[src/swp_pkg.sv]
// Purpose: shared constants and types of the strap configuration block.
// Assumes: one 10 MHz clock, APB register access with 32-bit data.
// Notes:   the cfg struct layout is also the CTRL register layout.
package swp_pkg;

	localparam int unsigned APB_AW   = 12;
	localparam int unsigned DW       = 32;
	localparam int unsigned CFG_W    = 11;
	localparam int unsigned NUM_SRC  = 4;
	localparam int unsigned NUM_LANE = 16;
	localparam int unsigned NUM_BYTE = 4;

	localparam logic [11:0] OFS_CTRL   = 12'h000;
	localparam logic [11:0] OFS_STATUS = 12'h004;

	localparam int unsigned STAT_MODE_BIT = 0;
	localparam int unsigned STAT_CFG_LSB  = 16;

	localparam logic FORCED_AUX_EN     = 1'h1;
	localparam logic FORCED_IN_TERM    = 1'h1;
	localparam logic FORCED_TERM_PULSE = 1'h0;

	localparam logic [3:0]    ONEHOT_BASE = 4'h1;
	localparam logic [DW-1:0] WORD_ZERO   = 32'h0000_0000;

	typedef enum logic [1:0] {
		SRC_A = 2'h0,
		SRC_B = 2'h1,
		SRC_C = 2'h2,
		SRC_D = 2'h3
	} swp_src_t;

	typedef enum logic [1:0] {
		PE_0DB = 2'h0,
		PE_2DB = 2'h1,
		PE_4DB = 2'h2,
		PE_6DB = 2'h3
	} swp_pe_t;

	typedef enum logic {
		EQ_6DB  = 1'h0,
		EQ_12DB = 1'h1
	} swp_eq_t;

	typedef enum logic {
		OCL_10MA = 1'h0,
		OCL_20MA = 1'h1
	} swp_ocl_t;

	typedef enum logic {
		MODE_STRAP  = 1'h0,
		MODE_SERIAL = 1'h1
	} swp_mode_t;

	typedef struct packed {
		logic     termPulse;
		logic     inTerm;
		logic     auxEnable;
		swp_ocl_t outCurrent;
		logic     outTerm;
		swp_pe_t  preEmph;
		swp_eq_t  eqLevel;
		swp_src_t source;
		logic     hsEnable;
	} swp_cfg_t;

	localparam swp_cfg_t CFG_RST = 11'h000;

	typedef struct packed {
		logic                hsEnable;
		logic                standby;
		logic [NUM_SRC-1:0]  hsOneHot;
		logic [NUM_SRC-1:0]  auxOneHot;
		logic                auxEnable;
		logic                inTerm;
		logic [NUM_SRC-1:0]  termPulse;
		logic [NUM_LANE-1:0] eqHigh;
		logic [1:0]          preEmph;
		logic                outTerm;
		logic                outCurHigh;
	} swp_drive_t;

	localparam swp_drive_t DRIVE_RST = 36'h0_0000_0000;

	typedef struct packed {
		swp_mode_t     mode;
		swp_cfg_t      ctrl;
		logic          ready;
		logic          slverr;
		logic [DW-1:0] rdata;
	} swp_top_t;

	localparam swp_top_t TOP_RST = 46'h0000_0000_0000;

endpackage

[src/swp_cfg_if.sv]
// Purpose: carries one decoded configuration between block modules.
// Assumes: single clock domain, no handshake needed.
// Notes:   src drives, dst listens.
`timescale 1ns/100ps
interface swp_cfg_if;
	swp_pkg::swp_cfg_t cfg;
	modport src (output cfg);
	modport dst (input cfg);
endinterface

[src/swp_strap_cfg.sv]
// Purpose: strap-pin configuration of a 4:1 video link switch with APB override.
// Assumes: straps static and synchronous; APB master holds requests until pready.
// Notes:   any completed access to a mapped register ends strap mode until reset.
//
// Our own choices: the register addresses and the APB register port.
`timescale 1ns/100ps
module swp_strap_cfg
(
	input  wire logic                           ref_clk,
	input  wire logic                           rst_n,
	input  wire logic                           hs_channel_enable_strap,
	input  wire logic [1:0]                     source_select_strap,
	input  wire logic                           equalizer_level_strap,
	input  wire logic [1:0]                     preemphasis_level_strap,
	input  wire logic                           output_termination_strap,
	input  wire logic                           output_current_strap,
	input  wire logic                           psel,
	input  wire logic                           penable,
	input  wire logic                           pwrite,
	input  wire logic [swp_pkg::APB_AW-1:0]     paddr,
	input  wire logic [swp_pkg::DW-1:0]         pwdata,
	input  wire logic [swp_pkg::NUM_BYTE-1:0]   pstrb,
	output wire logic [swp_pkg::DW-1:0]         prdata,
	output wire logic                           pready,
	output wire logic                           pslverr,
	output wire logic                           strapModeActive,
	output wire logic                           hsChannelEnable,
	output wire logic                           standbyMode,
	output wire logic [swp_pkg::NUM_SRC-1:0]    hsSourceSelect,
	output wire logic [swp_pkg::NUM_SRC-1:0]    auxCommonPortSel,
	output wire logic                           auxSwitchEnable,
	output wire logic                           inputTermOn,
	output wire logic [swp_pkg::NUM_SRC-1:0]    termPulseEnable,
	output wire logic [swp_pkg::NUM_LANE-1:0]   eqHighLane,
	output wire logic [1:0]                     preEmphasisLevel,
	output wire logic                           outputTermOn,
	output wire logic                           outputCurrentHigh
);

	swp_pkg::swp_top_t            q;
	swp_pkg::swp_top_t            d;
	swp_pkg::swp_cfg_t            view;
	logic [swp_pkg::DW-1:0]       ctrlWord;
	logic [swp_pkg::DW-1:0]       statWord;
	logic [swp_pkg::DW-1:0]       rdValue;
	logic [swp_pkg::DW-1:0]       byteMask;
	logic [swp_pkg::DW-1:0]       merged;
	logic                         hitCtrl;
	logic                         hitStat;
	logic                         hit;
	logic                         accessPh;
	logic                         strapOn;

	swp_cfg_if strapIf ();
	swp_cfg_if effIf ();

	// -------------------------------------------------------
	// strap decode
	// -------------------------------------------------------
	swp_strap_decode u_decode
	(
		.hs_channel_enable_strap  (hs_channel_enable_strap),
		.source_select_strap      (source_select_strap),
		.equalizer_level_strap    (equalizer_level_strap),
		.preemphasis_level_strap  (preemphasis_level_strap),
		.output_termination_strap (output_termination_strap),
		.output_current_strap     (output_current_strap),
		.strapCfg                 (strapIf)
	);

	// -------------------------------------------------------
	// effective configuration
	// -------------------------------------------------------
	assign strapOn = (q.mode == swp_pkg::MODE_STRAP);

	// straps are read live, so a strap edit shows without a reset
	assign view      = strapOn ? strapIf.cfg : q.ctrl;
	assign effIf.cfg = view;

	assign ctrlWord = {{(swp_pkg::DW - swp_pkg::CFG_W){1'h0}}, view};

	always_comb
	begin
		statWord                                                = swp_pkg::WORD_ZERO;
		statWord[swp_pkg::STAT_MODE_BIT]                        = strapOn;
		statWord[swp_pkg::STAT_CFG_LSB +: swp_pkg::CFG_W]       = view;
	end

	// -------------------------------------------------------
	// apb decode
	// -------------------------------------------------------
	assign accessPh = psel & penable;
	assign hitCtrl  = (paddr == swp_pkg::OFS_CTRL);
	assign hitStat  = (paddr == swp_pkg::OFS_STATUS);
	assign hit      = hitCtrl | hitStat;

	always_comb
	begin
		rdValue = swp_pkg::WORD_ZERO;
		if (hitCtrl)
			rdValue = ctrlWord;
		else if (hitStat)
			rdValue = statWord;
	end

	// byte strobes only touch the lanes they name
	always_comb
	begin
		byteMask = swp_pkg::WORD_ZERO;
		for (int b = 0; b < swp_pkg::NUM_BYTE; b++)
		begin
			byteMask[b*8 +: 8] = {8{pstrb[b]}};
		end
		merged = (ctrlWord & ~byteMask) | (pwdata & byteMask);
	end

	// -------------------------------------------------------
	// register state
	// -------------------------------------------------------
	// one wait state: the first access cycle samples read data into a
	// flop, the second raises pready; writes land on the pready edge
	always_comb
	begin
		d        = q;
		d.ready  = 1'h0;
		d.slverr = 1'h0;
		if (accessPh && !q.ready)
		begin
			d.ready  = 1'h1;
			d.slverr = ~hit;
			d.rdata  = rdValue;
		end
		if (accessPh && q.ready && hit)
		begin
			// first mapped access hands control to software until reset
			d.mode = swp_pkg::MODE_SERIAL;
			if (pwrite && hitCtrl)
				d.ctrl = swp_pkg::swp_cfg_t'(merged[swp_pkg::CFG_W-1:0]);
			else if (strapOn)
				d.ctrl = view; // seamless takeover keeps strap values
		end
	end

	always_ff @(posedge ref_clk)
	begin
		if (!rst_n)
			q <= swp_pkg::TOP_RST;
		else
			q <= d;
	end

	assign prdata          = q.rdata;
	assign pready          = q.ready;
	assign pslverr         = q.slverr & q.ready;
	assign strapModeActive = strapOn;

	// -------------------------------------------------------
	// output drive
	// -------------------------------------------------------
	swp_out_drive u_drive
	(
		.ref_clk           (ref_clk),
		.rst_n             (rst_n),
		.effCfg            (effIf),
		.hsChannelEnable   (hsChannelEnable),
		.standbyMode       (standbyMode),
		.hsSourceSelect    (hsSourceSelect),
		.auxCommonPortSel  (auxCommonPortSel),
		.auxSwitchEnable   (auxSwitchEnable),
		.inputTermOn       (inputTermOn),
		.termPulseEnable   (termPulseEnable),
		.eqHighLane        (eqHighLane),
		.preEmphasisLevel  (preEmphasisLevel),
		.outputTermOn      (outputTermOn),
		.outputCurrentHigh (outputCurrentHigh)
	);
endmodule

[src/swp_strap_decode.sv]
// Purpose: turns the strap pin levels into a configuration word.
// Assumes: strap pins are static levels, synchronous to ref_clk.
// Notes:   purely combinational, so strap edits follow at once.
`timescale 1ns/100ps
module swp_strap_decode
(
	input  wire logic hs_channel_enable_strap,
	input  wire logic [1:0] source_select_strap,
	input  wire logic equalizer_level_strap,
	input  wire logic [1:0] preemphasis_level_strap,
	input  wire logic output_termination_strap,
	input  wire logic output_current_strap,
	swp_cfg_if.src    strapCfg
);

	always_comb
	begin
		strapCfg.cfg            = swp_pkg::CFG_RST;
		strapCfg.cfg.hsEnable   = hs_channel_enable_strap;
		strapCfg.cfg.source     = swp_pkg::swp_src_t'(source_select_strap);
		strapCfg.cfg.eqLevel    = swp_pkg::swp_eq_t'(equalizer_level_strap);
		strapCfg.cfg.preEmph    = swp_pkg::swp_pe_t'(preemphasis_level_strap);
		strapCfg.cfg.outTerm    = output_termination_strap;
		strapCfg.cfg.outCurrent = swp_pkg::swp_ocl_t'(output_current_strap);
		strapCfg.cfg.auxEnable  = swp_pkg::FORCED_AUX_EN;
		strapCfg.cfg.inTerm     = swp_pkg::FORCED_IN_TERM;
		strapCfg.cfg.termPulse  = swp_pkg::FORCED_TERM_PULSE;
	end

endmodule

[src/swp_out_drive.sv]
// Purpose: registers the effective configuration onto the analog controls.
// Assumes: cfg is valid every cycle; one cycle of latency is acceptable.
// Notes:   per-lane and per-source fan-out happens here.
`timescale 1ns/100ps
module swp_out_drive
(
	input  wire logic                            ref_clk,
	input  wire logic                            rst_n,
	swp_cfg_if.dst                               effCfg,
	output wire logic                            hsChannelEnable,
	output wire logic                            standbyMode,
	output wire logic [swp_pkg::NUM_SRC-1:0]     hsSourceSelect,
	output wire logic [swp_pkg::NUM_SRC-1:0]     auxCommonPortSel,
	output wire logic                            auxSwitchEnable,
	output wire logic                            inputTermOn,
	output wire logic [swp_pkg::NUM_SRC-1:0]     termPulseEnable,
	output wire logic [swp_pkg::NUM_LANE-1:0]    eqHighLane,
	output wire logic [1:0]                      preEmphasisLevel,
	output wire logic                            outputTermOn,
	output wire logic                            outputCurrentHigh
);

	swp_pkg::swp_drive_t               q;
	swp_pkg::swp_drive_t               d;
	logic [swp_pkg::NUM_LANE-1:0]      eqFan;
	logic [swp_pkg::NUM_SRC-1:0]       pulseFan;

	// -------------------------------------------------------
	// fan-out
	// -------------------------------------------------------
	genvar gi;
	generate
		for (gi = 0; gi < swp_pkg::NUM_LANE; gi++)
		begin : g_lane
			// one setting for every lane; no per-channel control here
			assign eqFan[gi] = (effCfg.cfg.eqLevel == swp_pkg::EQ_12DB);
			if (gi < swp_pkg::NUM_SRC)
			begin : g_src
				assign pulseFan[gi] = effCfg.cfg.termPulse;
			end
		end
	endgenerate

	// -------------------------------------------------------
	// state
	// -------------------------------------------------------
	always_comb
	begin
		d            = q;
		d.hsEnable   = effCfg.cfg.hsEnable;
		d.standby    = ~effCfg.cfg.hsEnable;
		d.hsOneHot   = swp_pkg::ONEHOT_BASE << effCfg.cfg.source;
		d.auxOneHot  = swp_pkg::ONEHOT_BASE << effCfg.cfg.source;
		d.auxEnable  = effCfg.cfg.auxEnable;
		d.inTerm     = effCfg.cfg.inTerm;
		d.termPulse  = pulseFan;
		d.eqHigh     = eqFan;
		d.preEmph    = effCfg.cfg.preEmph;
		d.outTerm    = effCfg.cfg.outTerm;
		d.outCurHigh = (effCfg.cfg.outCurrent == swp_pkg::OCL_20MA);
	end

	always_ff @(posedge ref_clk)
	begin
		if (!rst_n)
			q <= swp_pkg::DRIVE_RST;
		else
			q <= d;
	end

	assign hsChannelEnable   = q.hsEnable;
	assign standbyMode       = q.standby;
	assign hsSourceSelect    = q.hsOneHot;
	assign auxCommonPortSel  = q.auxOneHot;
	assign auxSwitchEnable   = q.auxEnable;
	assign inputTermOn       = q.inTerm;
	assign termPulseEnable   = q.termPulse;
	assign eqHighLane        = q.eqHigh;
	assign preEmphasisLevel  = q.preEmph;
	assign outputTermOn      = q.outTerm;
	assign outputCurrentHigh = q.outCurHigh;

endmodule

[config.mk]
export PLATFORM = sky130hd
export DESIGN_NAME = swp_strap_cfg
export DESIGN_NICKNAME = d
export VERILOG_FILES = /design/src/swp_pkg.sv /design/src/swp_cfg_if.sv /design/src/swp_strap_cfg.sv /design/src/swp_strap_decode.sv /design/src/swp_out_drive.sv
export SDC_FILE = /design/constraint.sdc
export NUM_CORES = 1
export LEC_CHECK = 0
export ABC_CLOCK_PERIOD_IN_PS = 1900
export BUFFER_PORTS_ARGS = -buffer_cell sky130_fd_sc_hd__buf_2
export CAP_MARGIN = 20
export CORE_MARGIN = 8
export CORE_UTILIZATION = 35
export DETAILED_ROUTE_END_ITERATION = 6
export PLACE_DENSITY_LB_ADDON = 0.05
export SYNTH_ARGS = -nofsm -noshare
export SYNTH_HDL_FRONTEND = slang
export SYNTH_SLANG_ARGS = --single-unit
[constraint.sdc]
create_clock -name ref_clk -period 1.9 [get_ports ref_clk]
set_clock_uncertainty 0.15 [all_clocks]
set_input_delay 0.19 -clock ref_clk [delete_from_list [all_inputs] [get_ports ref_clk]]
set_output_delay 0.19 -clock ref_clk [all_outputs]
set_load 0.03 [all_outputs]
After elaboration in Yosys (flattened, before gate mapping)
Cells that the tools add are included.
Cells by class
  equality and inequality tests: 2
  shift operators: 1
  muxes and demuxes: 6
  bitwise logic cells: 10
  reductions and logical operators: 8
Operators by type and width (number)
  two-way mux 27 bit: 2
  two-way mux 34 bit: 1
  two-way mux 11 bit: 3
  AND 11 bit: 2
  equality test 12 x 3 -> 1 bit, second input constant: 1
  logical NOT 12 bit: 1
  NOT 11 bit: 1
  OR 11 bit: 1
  logical AND 1 bit: 4
  AND reduction 2 bit: 2
  << shifter 1 x 2 -> 4 bit, first input constant: 1
  NOT 1 bit: 3
  AND 1 bit: 2
  inequality test 2 x 1 -> 1 bit, second input constant: 1
  logical NOT 1 bit: 1
  OR 1 bit: 1
Storage, ports and cells
  bits in registers: 60
  input bits: 61
  output and inout port bits: 71

Depth between registers and ports, before layout
Gate-level depths: netlist of the first run.
  word-level depth: 4
  depth in mapped cells: 6
  depth with buffers taken out: 4

Modules after synthesis
A second synthesis of the first run with hierarchy kept.
Unflattened totals
  cells, all modules: 266
  area total of the unflattened synthesis: 2501.1 µm²
By module, submodules not included
  swp_strap_cfg: times used 1, cells an instance 202, area an instance 1843.0 µm², sequential area each 720.7 µm²
  swp_out_drive: times used 1, cells an instance 51, area an instance 568.0 µm², sequential area each 280.3 µm²
  swp_strap_decode: times used 1, cells an instance 13, area an instance 90.1 µm², sequential area each 0.0 µm²

Least setup slack after synthesis of the first run
Ideal clock, no wire load.
  path type: register -> register
  from: register q, in the netlist pready
  to: register q, in the netlist prdata[25]
  library setup time: 70 ps
  arrival time: 1568 ps
  data required time: 1680 ps
  setup slack: 112 ps
  cell stages (with the launch flop): 7
  path buffers: 2
  clock period less this slack: 1788 ps
  cells stage by stage: dfxtp_1 > nand3b_1 > and2_1 > clkbuf_1 > clkbuf_1 > nand2_1 > o21ai_1
On the way
  longest elaborated chain between the ends: 2
RTL lines
  start: declaration: RTL line swp_strap_cfg.sv:40  | swp_pkg::swp_top_t q;
  start signal: assignment: RTL line swp_strap_cfg.sv:147  | q <= swp_pkg::TOP_RST;
  logical NOT 1 bit: RTL line swp_strap_cfg.sv:127  | if (accessPh && !q.ready)
  logical AND 1 bit: RTL line swp_strap_cfg.sv:127
Every way passes these cells.
A chain may end at the register's enable or synchronous reset.

Final worst setup path of the first run
  from: register q, in the netlist pready
  to: register q, in the netlist prdata[7]
Same word-level chain as after synthesis.

==> impl_metrics.csv, run 1 <==
group,metric,value,unit
routing,drtIter0Drc,38,
timing,max_freq,589,MHz
job,maxCapViolations,0,
power_and_ir_drop,p_sw,0.548,mW
timing,rsz0062_at_grt,"no",
clock_tree,cts_root_buf,"clkbuf_8",
floorplanning,design.core.area,0.00631,sq mm
floorplanning,design.die.area,0.00928,sq mm
logic_synthesis,ys_warn_count,0,
finish,diodes,0,
routing,drc,0,
timing,setup_tns,0,ns
finish,final_nets,373,
hold_path,hp-class,"in2reg",
power_and_ir_drop,ir_worst_vdd,0.000287,V
clock_tree,post_cts_buffers,0,
worst_setup_path,cp.arrival,1.77,ns
worst_setup_path,crit_path_start_kind,"flip-flop",
power_and_ir_drop,clkPwrFrac,0.362,
finish,seqCellArea,0.00100,sq mm
floorplanning,pin_count,132,
worst_setup_path,crit_type,"reg2reg",
routing,vias,1706,
routing,routed_via_density,4.37,
routing,drtAntennaViolNets,0,
timing,hold_viol,0,
power_and_ir_drop,seqPwrFrac,0.513,
floorplanning,num_rows,29,
timing,fin_ws,0.204,ns
worst_setup_path,worstPathRequired,1.98,ns
logic_synthesis,synth_compound_area_frac,0.133,
timing,max_slew_margin,0.537,
placed_design,portBuffers,98,
power_and_ir_drop,combPwrFrac,0.125,
logic_synthesis,synth_top_family_by_area,"buffers and inverters",
logic_synthesis,synth.cell_area,0.00226,sq mm
logic_synthesis,synth_cells,254,
finish,multi_input_area,805,sq um
finish,fillers,674,
logic_synthesis,ys_seq_elements,50,
worst_setup_path,end_kind,"flip-flop",
power_and_ir_drop,intPower,1.53,mW
timing,maxSlewViolCount,0,
logic_synthesis,synthAdderAreaFrac,0,
clock_tree,numCtsBuffers,5,
finish,layout-area-overhead-vs-synth,15.4,%
grt,grt_antenna_before_repair,0,
clock_tree,cts_resized,0,
power_and_ir_drop,switching_share,0.263,
logic_synthesis,avgSynthCellArea,8.90,sq um
grt,grt_max_degree,20,
floorplanning,die_h,96.4,um
placed_design,place_congestion,0.691,
finish,layout_commonest_cell,"buf_2",
clock_tree,clk_latency,0.30,ns
logic_synthesis,synth-edff-count,0,
logic_synthesis,synthArstFlopShare,0,
logic_synthesis,synthSimpleGateAreaFrac,0.166,
timing,post-route-period-util,0.893,
finish,drive_above_1_share,0.371,
grt,grt_pass1_wl,8.34,mm
timing,final-setup-viol-count,0,
floorplanning,die_w,96.4,um
logic_synthesis,yosysSeqAreaShare,0.443,
worst_setup_path,critical_path.max_fanout,19,
logic_synthesis,muxShareOfSynthArea,0.0404,
clock_tree,clk_pin_slew,0.09,ns
placed_design,pre_cts_ws,0.0525,ns
clock_tree,cts_max_level,2,
run_status,outcome,"completed",
power_and_ir_drop,power.leakage,1.26,nW
grt,track_usage,0.116,
timing,period_minus_slack,1.70,ns
placed_design,hpwl,4.24,mm
routing,wl,5.45,mm
logic_synthesis,synthXorXnorAreaFrac,0,
power_and_ir_drop,p_per_area,799,mW/mm^2
routing,drt-wirelength-per-cell,14.0,um
grt,gr-total-overflow,0,
logic_synthesis,ys_dominant_reg_cell,"dfxtp_1",
clock_tree,clk_path_buf_depth,2,
floorplanning,initial_utilization,0.358,
power_and_ir_drop,total_power,2.08,mW
logic_synthesis,synth.distinct_cells,36,
timing,worst_pin_slew,0.694,ns
finish,final_cell_mix,"buf_2 (98), dfxtp_1 (50), nand2_1 (35)",
grt,first_global_vias,1742,
clock_tree,clkSinkCount,50,
routing,drt-pass1-iter-count,4,
clock_tree,cts_tree,"done",
-- cells by family after synthesis --
| group | count (synthesis) |
|---|---|
| AO/OA/AOI/OAI | 48 |
| buffers and inverters | 75 |
| flip-flops | 50 |
| multiplexers | 9 |
| other | 1 |
| AND/OR/NAND/NOR | 71 |
-- path summary, 6_finish.rpt --
path	cells after the start	startpoint	slack [ns]	to
worst max-delay path	4	pready$_SDFF_PN0_	0.20	prdata[7]$_SDFFE_PN0N_
worst min-delay path	3	pwdata[0]	0.02	q[34]$_SDFFE_PN0P_
worst max register to register	4	pready$_SDFF_PN0_	0.20	prdata[7]$_SDFFE_PN0N_
worst min register to register	2	prdata[24]$_SDFFE_PN0N_	0.30	prdata[24]$_SDFFE_PN0N_
-- final cells by class --
class,count,share of cell area
Tap cell,77,0.0369
Timing Repair Buffer,105,0.211
Clock inverter,2,0.0144
Multi-Input combinational cell,138,0.309
Clock buffer,6,0.0278
Inverter,12,0.0173
Sequential cell,50,0.384
-- synthesized netlist by cell type (2+ instances only) --
| master | number | share of area |
|---|---|---|
| nor2_1 | 7 | 0.012 |
| dfxtp_1 | 50 | 0.44 |
| buf_4 | 54 | 0.18 |
| and2_1 | 4 | 0.011 |
| nand3b_1 | 2 | 0.0066 |
| nand2b_1 | 7 | 0.019 |
| o21ai_0 | 29 | 0.064 |
| nand2_1 | 35 | 0.058 |
| mux2i_1 | 8 | 0.035 |
| nor4_4 | 2 | 0.019 |
| buf_2 | 2 | 0.0044 |
| o2bb2ai_1 | 8 | 0.031 |
| nand4_1 | 2 | 0.0055 |
| o221a_1 | 2 | 0.010 |
| clkbuf_1 | 6 | 0.010 |
| inv_1 | 12 | 0.020 |
| nand3_1 | 5 | 0.011 |
-- timing repair --
action,4_1_cts,5_1_grt
endpoints found under the setup margin,0,0
hold endpoints to repair,3,0
hold buffers,3,0
-- flip-flops by register name (all words and copies together), names as in the netlist --
signal and cells:
prdata 22, pready 1, q 13, u_drive.auxCommonPortSel 4, u_drive.auxSwitchEnable 1, u_drive.eqHighLane 1, u_drive.hsChannelEnable 1, u_drive.inputTermOn 1
u_drive.outputCurrentHigh 1, u_drive.outputTermOn 1, u_drive.preEmphasisLevel 2, u_drive.standbyMode 1, u_drive.termPulseEnable 1
-- power by group through the flow --
| stage | logic, mW | registers, mW | clock network, mW |
|---|---|---|---|
| 5_1_grt | 0.283 | 1.07 | 0.820 |
| 2_1_floorplan | 0.171 | 1.12 | 0 |
| 3_3_place_gp | 0.259 | 1.09 | 0 |
| 3_5_place_dp | 0.259 | 1.09 | 0 |
| 4_1_cts | 0.264 | 1.07 | 0.788 |
| 6_report | 0.260 | 1.07 | 0.753 |
-- routing by layer --
| layer | wire length, um | part of all wire | up-vias | global-route usage |
|---|---|---|---|---|
| met5 | 0 | 0 | - | 0 |
| met4 | 55 | 0.010 | 0 | 0.0378 |
| met3 | 600 | 0.11 | 5 | 0.0421 |
| met2 | 2360 | 0.43 | 71 | 0.184 |
| met1 | 2440 | 0.45 | 738 | 0.142 |
| li1 | - | - | 892 | - |
-- worst max-delay path, cell delays in order (launching register included) --
cell	delay [ns]
dfxtp_1	0.39
nand3b_1	0.25
and2_1	0.60
nand2_1	0.14
o21ai_0	0.09
-- per-stage QoR --
step	hold slack, ns	instances	utilization	instance area, sq um
after floorplan	0.170	263	-	2290
after global placement	0.283	379	0.391	2470
after detailed placement	0.289	379	0.391	2470
after CTS	0.0166	390	0.413	2610
after global routing	0.0271	390	0.413	2610
final	0.0234	390	0.413	2610
(Power assumes the default switching activity.)
==> run 2, diff against run 1 <==
--- a/config.mk
+++ b/config.mk
@@ -11,6 +11,7 @@
 export CORE_MARGIN = 8
 export CORE_UTILIZATION = 35
 export DETAILED_ROUTE_END_ITERATION = 6
+export HOLD_SLACK_MARGIN = 0.12
 export PLACE_DENSITY_LB_ADDON = 0.05
 export SYNTH_ARGS = -nofsm -noshare
 export SYNTH_HDL_FRONTEND = slang
==> run 2 against run 1 <==
Against the previous run: wire length increased by 1.9%; first-iteration DRC count unchanged; fmax decreased by 7.0%; flip-flop and latch count unchanged; worst setup slack got worse by 0.13 ns; cell count increased by 3.6%; sequential share of layout area decreased by 2.3 points; utilization increased by 2.6 points; global-route usage increased by 0.29 points; total power increased by 1.4%; largest cell class unchanged.
==> impl_metrics.csv, run 2 (synthesis gave the netlist of run 1 again) <==
group,metric,value,unit
floorplanning,num_rows,29,
floorplanning,die_h,96.4,um
hold_path,hp-start,"hs_channel_enable_strap",
timing,period_minus_slack,1.82,ns
finish,fillers,658,
worst_setup_path,cp_cell_sequence,"buf_6 -> mux2_2 -> nor2_1 -> dlygate4sd3_1",
timing,max_freq,548,MHz
timing,hold_ws,0.136,ns
routing,vias,1748,
power_and_ir_drop,intPower,1.55,mW
worst_setup_path,worst-path-buf-inv,2,
worst_setup_path,critPathSlowestCell,"dlygate4sd3_1",
timing,fin_ws,0.0760,ns
timing,post-route-period-util,0.960,
routing,drc,0,
grt,grt_use_met1,0.143,
worst_setup_path,crit_type,"reg2reg",
worst_setup_path,end_kind,"flip-flop",
routing,drt-pass1-iter-count,4,
power_and_ir_drop,ir_worst_vdd,0.000286,V
timing,max_slew_margin,0.550,
power_and_ir_drop,seqPwrFrac,0.507,
power_and_ir_drop,p_per_area,762,mW/mm^2
worst_setup_path,critical_path.max_fanout,8,
worst_setup_path,rr_startpoint,"q[45]$_SDFFE_PN0P_",
floorplanning,die_w,96.4,um
placed_design,pre_cts_ws,0.0525,ns
power_and_ir_drop,combPwrFrac,0.135,
power_and_ir_drop,switching_share,0.264,
floorplanning,pin_count,132,
clock_tree,cts_tree,"done",
timing,final-setup-viol-count,0,
finish,diodes,0,
clock_tree,clk_pin_slew,0.09,ns
grt,first_global_vias,1799,
clock_tree,cts_max_level,2,
grt,gr-total-overflow,0,
routing,drtIter0Drc,38,
grt,grt_max_degree,20,
worst_setup_path,crit_path_start_kind,"flip-flop",
grt,track_usage,0.119,
routing,drtAntennaViolNets,0,
placed_design,hpwl,4.24,mm
power_and_ir_drop,p_sw,0.557,mW
grt,top_usage_layer,"met2",
timing,hold_viol,0,
hold_path,hp-class,"in2reg",
worst_setup_path,crit_start,"q[45]$_SDFFE_PN0P_",
finish,layout_commonest_cell,"buf_2",
grt,grt_antenna_before_repair,0,
floorplanning,initial_utilization,0.358,
floorplanning,design.core.area,0.00631,sq mm
power_and_ir_drop,power.leakage,1.33,nW
finish,final_cell_mix,"buf_2 (97), dfxtp_1 (50), nand2_1 (35)",
clock_tree,cts_root_buf,"clkbuf_8",
timing,worst_pin_slew,0.675,ns
timing,rsz0062_at_grt,"no",
worst_setup_path,worstPathRequired,2.00,ns
clock_tree,post_cts_buffers,0,
clock_tree,clk_latency,0.30,ns
clock_tree,clk_path_buf_depth,2,
floorplanning,design.die.area,0.00928,sq mm
routing,routed_via_density,4.33,
timing,setup_tns,0,ns
finish,drive_above_1_share,0.367,
grt,grt_pass1_wl,8.60,mm
finish,layout-area-overhead-vs-synth,22.6,%
worst_setup_path,cp.arrival,1.92,ns
routing,wl,5.55,mm
placed_design,place_congestion,0.691,
clock_tree,clkSinkCount,50,
placed_design,portBuffers,98,
timing,maxSlewViolCount,0,
clock_tree,numCtsBuffers,5,
grt,met2_usage,0.195,
run_status,outcome,"completed",
job,maxCapViolations,0,
power_and_ir_drop,clkPwrFrac,0.359,
routing,drt-wirelength-per-cell,13.7,um
grt,use_met3,0.0390,
finish,largest_reg_flops,22,
worst_setup_path,crit_family,"buffers and inverters",
finish,final_nets,387,
worst_setup_path,cp_slowest_stage_delay,0.55,ns
[run 2: final timing paths]
path | to | slack (ns) | cells after the start
max | u_drive.auxCommonPortSel[0]$_SDFF_PP0_ | 0.08 | 4
min | prdata[0]$_SDFFE_PN0N_ | 0.14 | 3
max reg2reg | u_drive.auxCommonPortSel[0]$_SDFF_PP0_ | 0.08 | 4
min reg2reg | prdata[24]$_SDFFE_PN0N_ | 0.30 | 2
[run 2: tightest hold or removal path, cell delays in order]
cell and delay [ns]:
buf_2 0.09, o311ai_0 0.12, o21ai_0 0.16
[run 2: timing repair]
item,in CTS,in global routing
endpoints found under the hold margin,17,0
endpoints found under the setup margin,0,10
hold buffers,17,0
resized for setup,0,6
[run 2: layer usage]
layer / vias up / share of wire
met3: 2 / 0.10
met1: 761 / 0.44
li1: 918 / -
met2: 67 / 0.45
met5: - / 0
met4: 0 / 0.0052
[run 2: cell type report]
class	count	area (sq um)	area share
clock buffers	6	72.6	0.0262
clock inverters	2	37.5	0.0135
inverters	12	45.0	0.0163
multi-input cells	138	822	0.297
flip-flops and latches	50	1000	0.361
well taps	77	96.3	0.0348
repair buffers	119	697	0.251
[run 2: through the flow]
| stage | utilization | cells | instance area [sq um] | power [mW] |
|---|---|---|---|---|
| after floorplan | - | 263 | 2290 | 1.30 |
| after global placement | 0.391 | 379 | 2470 | 1.35 |
| after detailed placement | 0.391 | 379 | 2470 | 1.35 |
| after CTS | 0.435 | 404 | 2750 | 2.14 |
| after global routing | 0.439 | 404 | 2770 | 2.20 |
| final | 0.439 | 404 | 2770 | 2.11 |
[run 2: power by group through the flow]
stage	Sequential, mW	Combinational (mW)	Clock [mW]
6_report	1.07	0.284	0.758
5_1_grt	1.07	0.309	0.820
4_1_cts	1.07	0.285	0.788
3_5_place_dp	1.09	0.259	0
3_3_place_gp	1.09	0.259	0
2_1_floorplan	1.12	0.171	0
==> run 3, diff against run 2 <==
--- a/config.mk
+++ b/config.mk
@@ -6,7 +6,7 @@
 export NUM_CORES = 1
 export LEC_CHECK = 0
 export ABC_CLOCK_PERIOD_IN_PS = 1900
-export BUFFER_PORTS_ARGS = -buffer_cell sky130_fd_sc_hd__buf_2
+export BUFFER_PORTS_ARGS = -buffer_cell sky130_fd_sc_hd__clkbuf_2
 export CAP_MARGIN = 20
 export CORE_MARGIN = 8
 export CORE_UTILIZATION = 35
==> run 3 against run 2 <==
Against the previous run: wire length fell by 1.6%; critical endpoint is now q[35]$_SDFFE_PN0P_; flip-flop and latch count did not move; non-clock buffer count fell by 2; sequential share of layout area rose by 0.60 points; global-route usage barely moved; worst hold slack improved by 0.0012 ns; largest power group unchanged; critical path depth fell by 1; worst setup slack improved by 0.14 ns; die area did not move; combinational power fell by 2%; cell count fell by 0.50%.
==> impl_metrics.csv, run 3 (synthesis gave the netlist of run 1 again) <==
group,metric,value,unit
run_status,outcome,"completed",
finish,largest_reg_flops,22,
clock_tree,cts_root_buf,"clkbuf_8",
worst_setup_path,crit_start,"q[45]$_SDFFE_PN0P_",
grt,grt_max_degree,20,
routing,routed_via_density,4.40,
power_and_ir_drop,ir_worst_vdd,0.000400,V
worst_setup_path,rr_worst_depth,3,
floorplanning,pin_count,132,
grt,grt_pass1_wl,8.55,mm
timing,hold_viol,0,
floorplanning,initial_utilization,0.358,
routing,drc,0,
routing,drt-wirelength-per-cell,13.6,um
timing,setup_tns,0,ns
grt,gr-total-overflow,0,
floorplanning,die_h,96.4,um
timing,maxSlewViolCount,0,
routing,vias,1769,
timing,period_minus_slack,1.68,ns
clock_tree,cts_max_level,2,
worst_setup_path,crit_path_start_kind,"flip-flop",
worst_setup_path,cp.arrival,1.76,ns
worst_setup_path,crit_path_end,"q[35]$_SDFFE_PN0P_",
finish,final_nets,385,
clock_tree,clk_pin_slew,0.09,ns
worst_setup_path,reg2reg_slack,0.22,ns
finish,final_cell_mix,"clkbuf_2 (98), dfxtp_1 (50), nand2_1 (35)",
power_and_ir_drop,p_per_area,770,mW/mm^2
placed_design,dp_cells,380,
clock_tree,clk_path_buf_depth,2,
finish,layout-area-overhead-vs-synth,20.7,%
placed_design,pre_cts_ws,0.0692,ns
grt,first_global_vias,1825,
worst_setup_path,critical_path.max_fanout,8,
timing,worst_pin_slew,0.680,ns
placed_design,portBuffers,98,
floorplanning,design.die.area,0.00928,sq mm
routing,drt-pass1-iter-count,4,
worst_setup_path,crit_type,"reg2reg",
finish,fin_util,0.432,
clock_tree,cts_tree,"done",
clock_tree,clk_latency,0.30,ns
placed_design,place_area,0.00247,sq mm
floorplanning,design.core.area,0.00631,sq mm
clock_tree,clkSinkCount,50,
floorplanning,die_w,96.4,um
timing,fin_ws,0.220,ns
job,maxCapViolations,0,
hold_path,hp-class,"in2reg",
finish,final_cells,402,
worst_setup_path,rr_startpoint,"q[45]$_SDFFE_PN0P_",
timing,max_freq,595,MHz
power_and_ir_drop,power.leakage,1.29,nW
finish,diodes,0,
worst_setup_path,reg2reg_to,"q[35]$_SDFFE_PN0P_",
worst_setup_path,worstPathRequired,1.98,ns
finish,layout_commonest_cell,"clkbuf_2",
grt,grt_antenna_before_repair,0,
grt,track_usage,0.118,
floorplanning,num_rows,29,
routing,drtAntennaViolNets,0,
timing,post-route-period-util,0.884,
routing,drtIter0Drc,31,
timing,final-setup-viol-count,0,
placed_design,hpwl,4.25,mm
clock_tree,numCtsBuffers,5,
finish,drive_above_1_share,0.363,
finish,finalInstanceArea,0.00273,sq mm
worst_setup_path,end_kind,"flip-flop",
placed_design,place_congestion,0.728,
timing,max_slew_margin,0.546,
clock_tree,post_cts_buffers,0,
timing,rsz0062_at_grt,"no",
routing,wl,5.47,mm
[run 3: layer usage]
| layer | part of all wire | track usage | up-vias | wire, um |
|---|---|---|---|---|
| li1 | - | - | 918 | - |
| met3 | 0.10 | 0.0398 | 7 | 561 |
| met4 | 0.012 | 0.0378 | 0 | 66 |
| met2 | 0.46 | 0.201 | 70 | 2500 |
| met5 | 0 | 0 | - | 0 |
| met1 | 0.43 | 0.137 | 774 | 2340 |
[run 3: power breakdown]
| group | leakage, nW | switching [mW] | internal (mW) | total (mW) |
|---|---|---|---|---|
| registers | 0.406 | 0.00875 | 1.06 | 1.07 |
| logic | 0.830 | 0.185 | 0.0932 | 0.278 |
| clock network | 0.0514 | 0.356 | 0.393 | 0.749 |
| total | 1.29 | 0.550 | 1.55 | 2.10 |
[run 3: repair_timing]
action                     4_1_cts  5_1_grt
gates resized for setup          0        1
hold endpoints to repair        15        0
hold buffers                    14        0
setup endpoints to repair        0        2
[run 3: worst min-delay path by stage]
| stage | start | slack [ns] | cells past startpoint | endpoint |
|---|---|---|---|---|
| 6_report | preemphasis_level_strap[1] | 0.14 | 4 | u_drive.preEmphasisLevel[1]$_SDFF_PN0_ |
| 5_1_grt | paddr[2] | 0.16 | 4 | prdata[16]$_SDFFE_PN0N_ |
| 4_1_cts | preemphasis_level_strap[1] | 0.13 | 4 | u_drive.preEmphasisLevel[1]$_SDFF_PN0_ |
| 3_5_place_dp | prdata[10]$_SDFFE_PN0N_ | 0.29 | 2 | prdata[10]$_SDFFE_PN0N_ |
| 3_3_place_gp | prdata[8]$_SDFFE_PN0N_ | 0.29 | 2 | prdata[8]$_SDFFE_PN0N_ |
| 2_1_floorplan | rst_n | 0.17 | 2 | u_drive.eqHighLane[0]$_SDFF_PN0_ |
[run 3: worst max-delay path: stages, from the launching register on]
cell and delay, ns:
dfxtp_1 0.55, a21oi_1 0.15, a21boi_1 0.59, o2bb2ai_1 0.18
[run 3: area by class of cell]
class                      instances  area (sq um)
fill                             677          3590
sequential                        50          1000
multi-input combinational        138           806
timing repair buffer             117           668
tap                               77          96.3
clock buffer                       6          72.6
inverter                          12          45.0
clock inverter                     2          37.5
[run 3: stage by stage]
step	power (mW)	hold slack, ns
detailed placement	1.35	0.295
CTS	2.14	0.129
global route	2.19	0.164
finish	2.10	0.137
floorplan	1.30	0.170
global placement	1.35	0.288
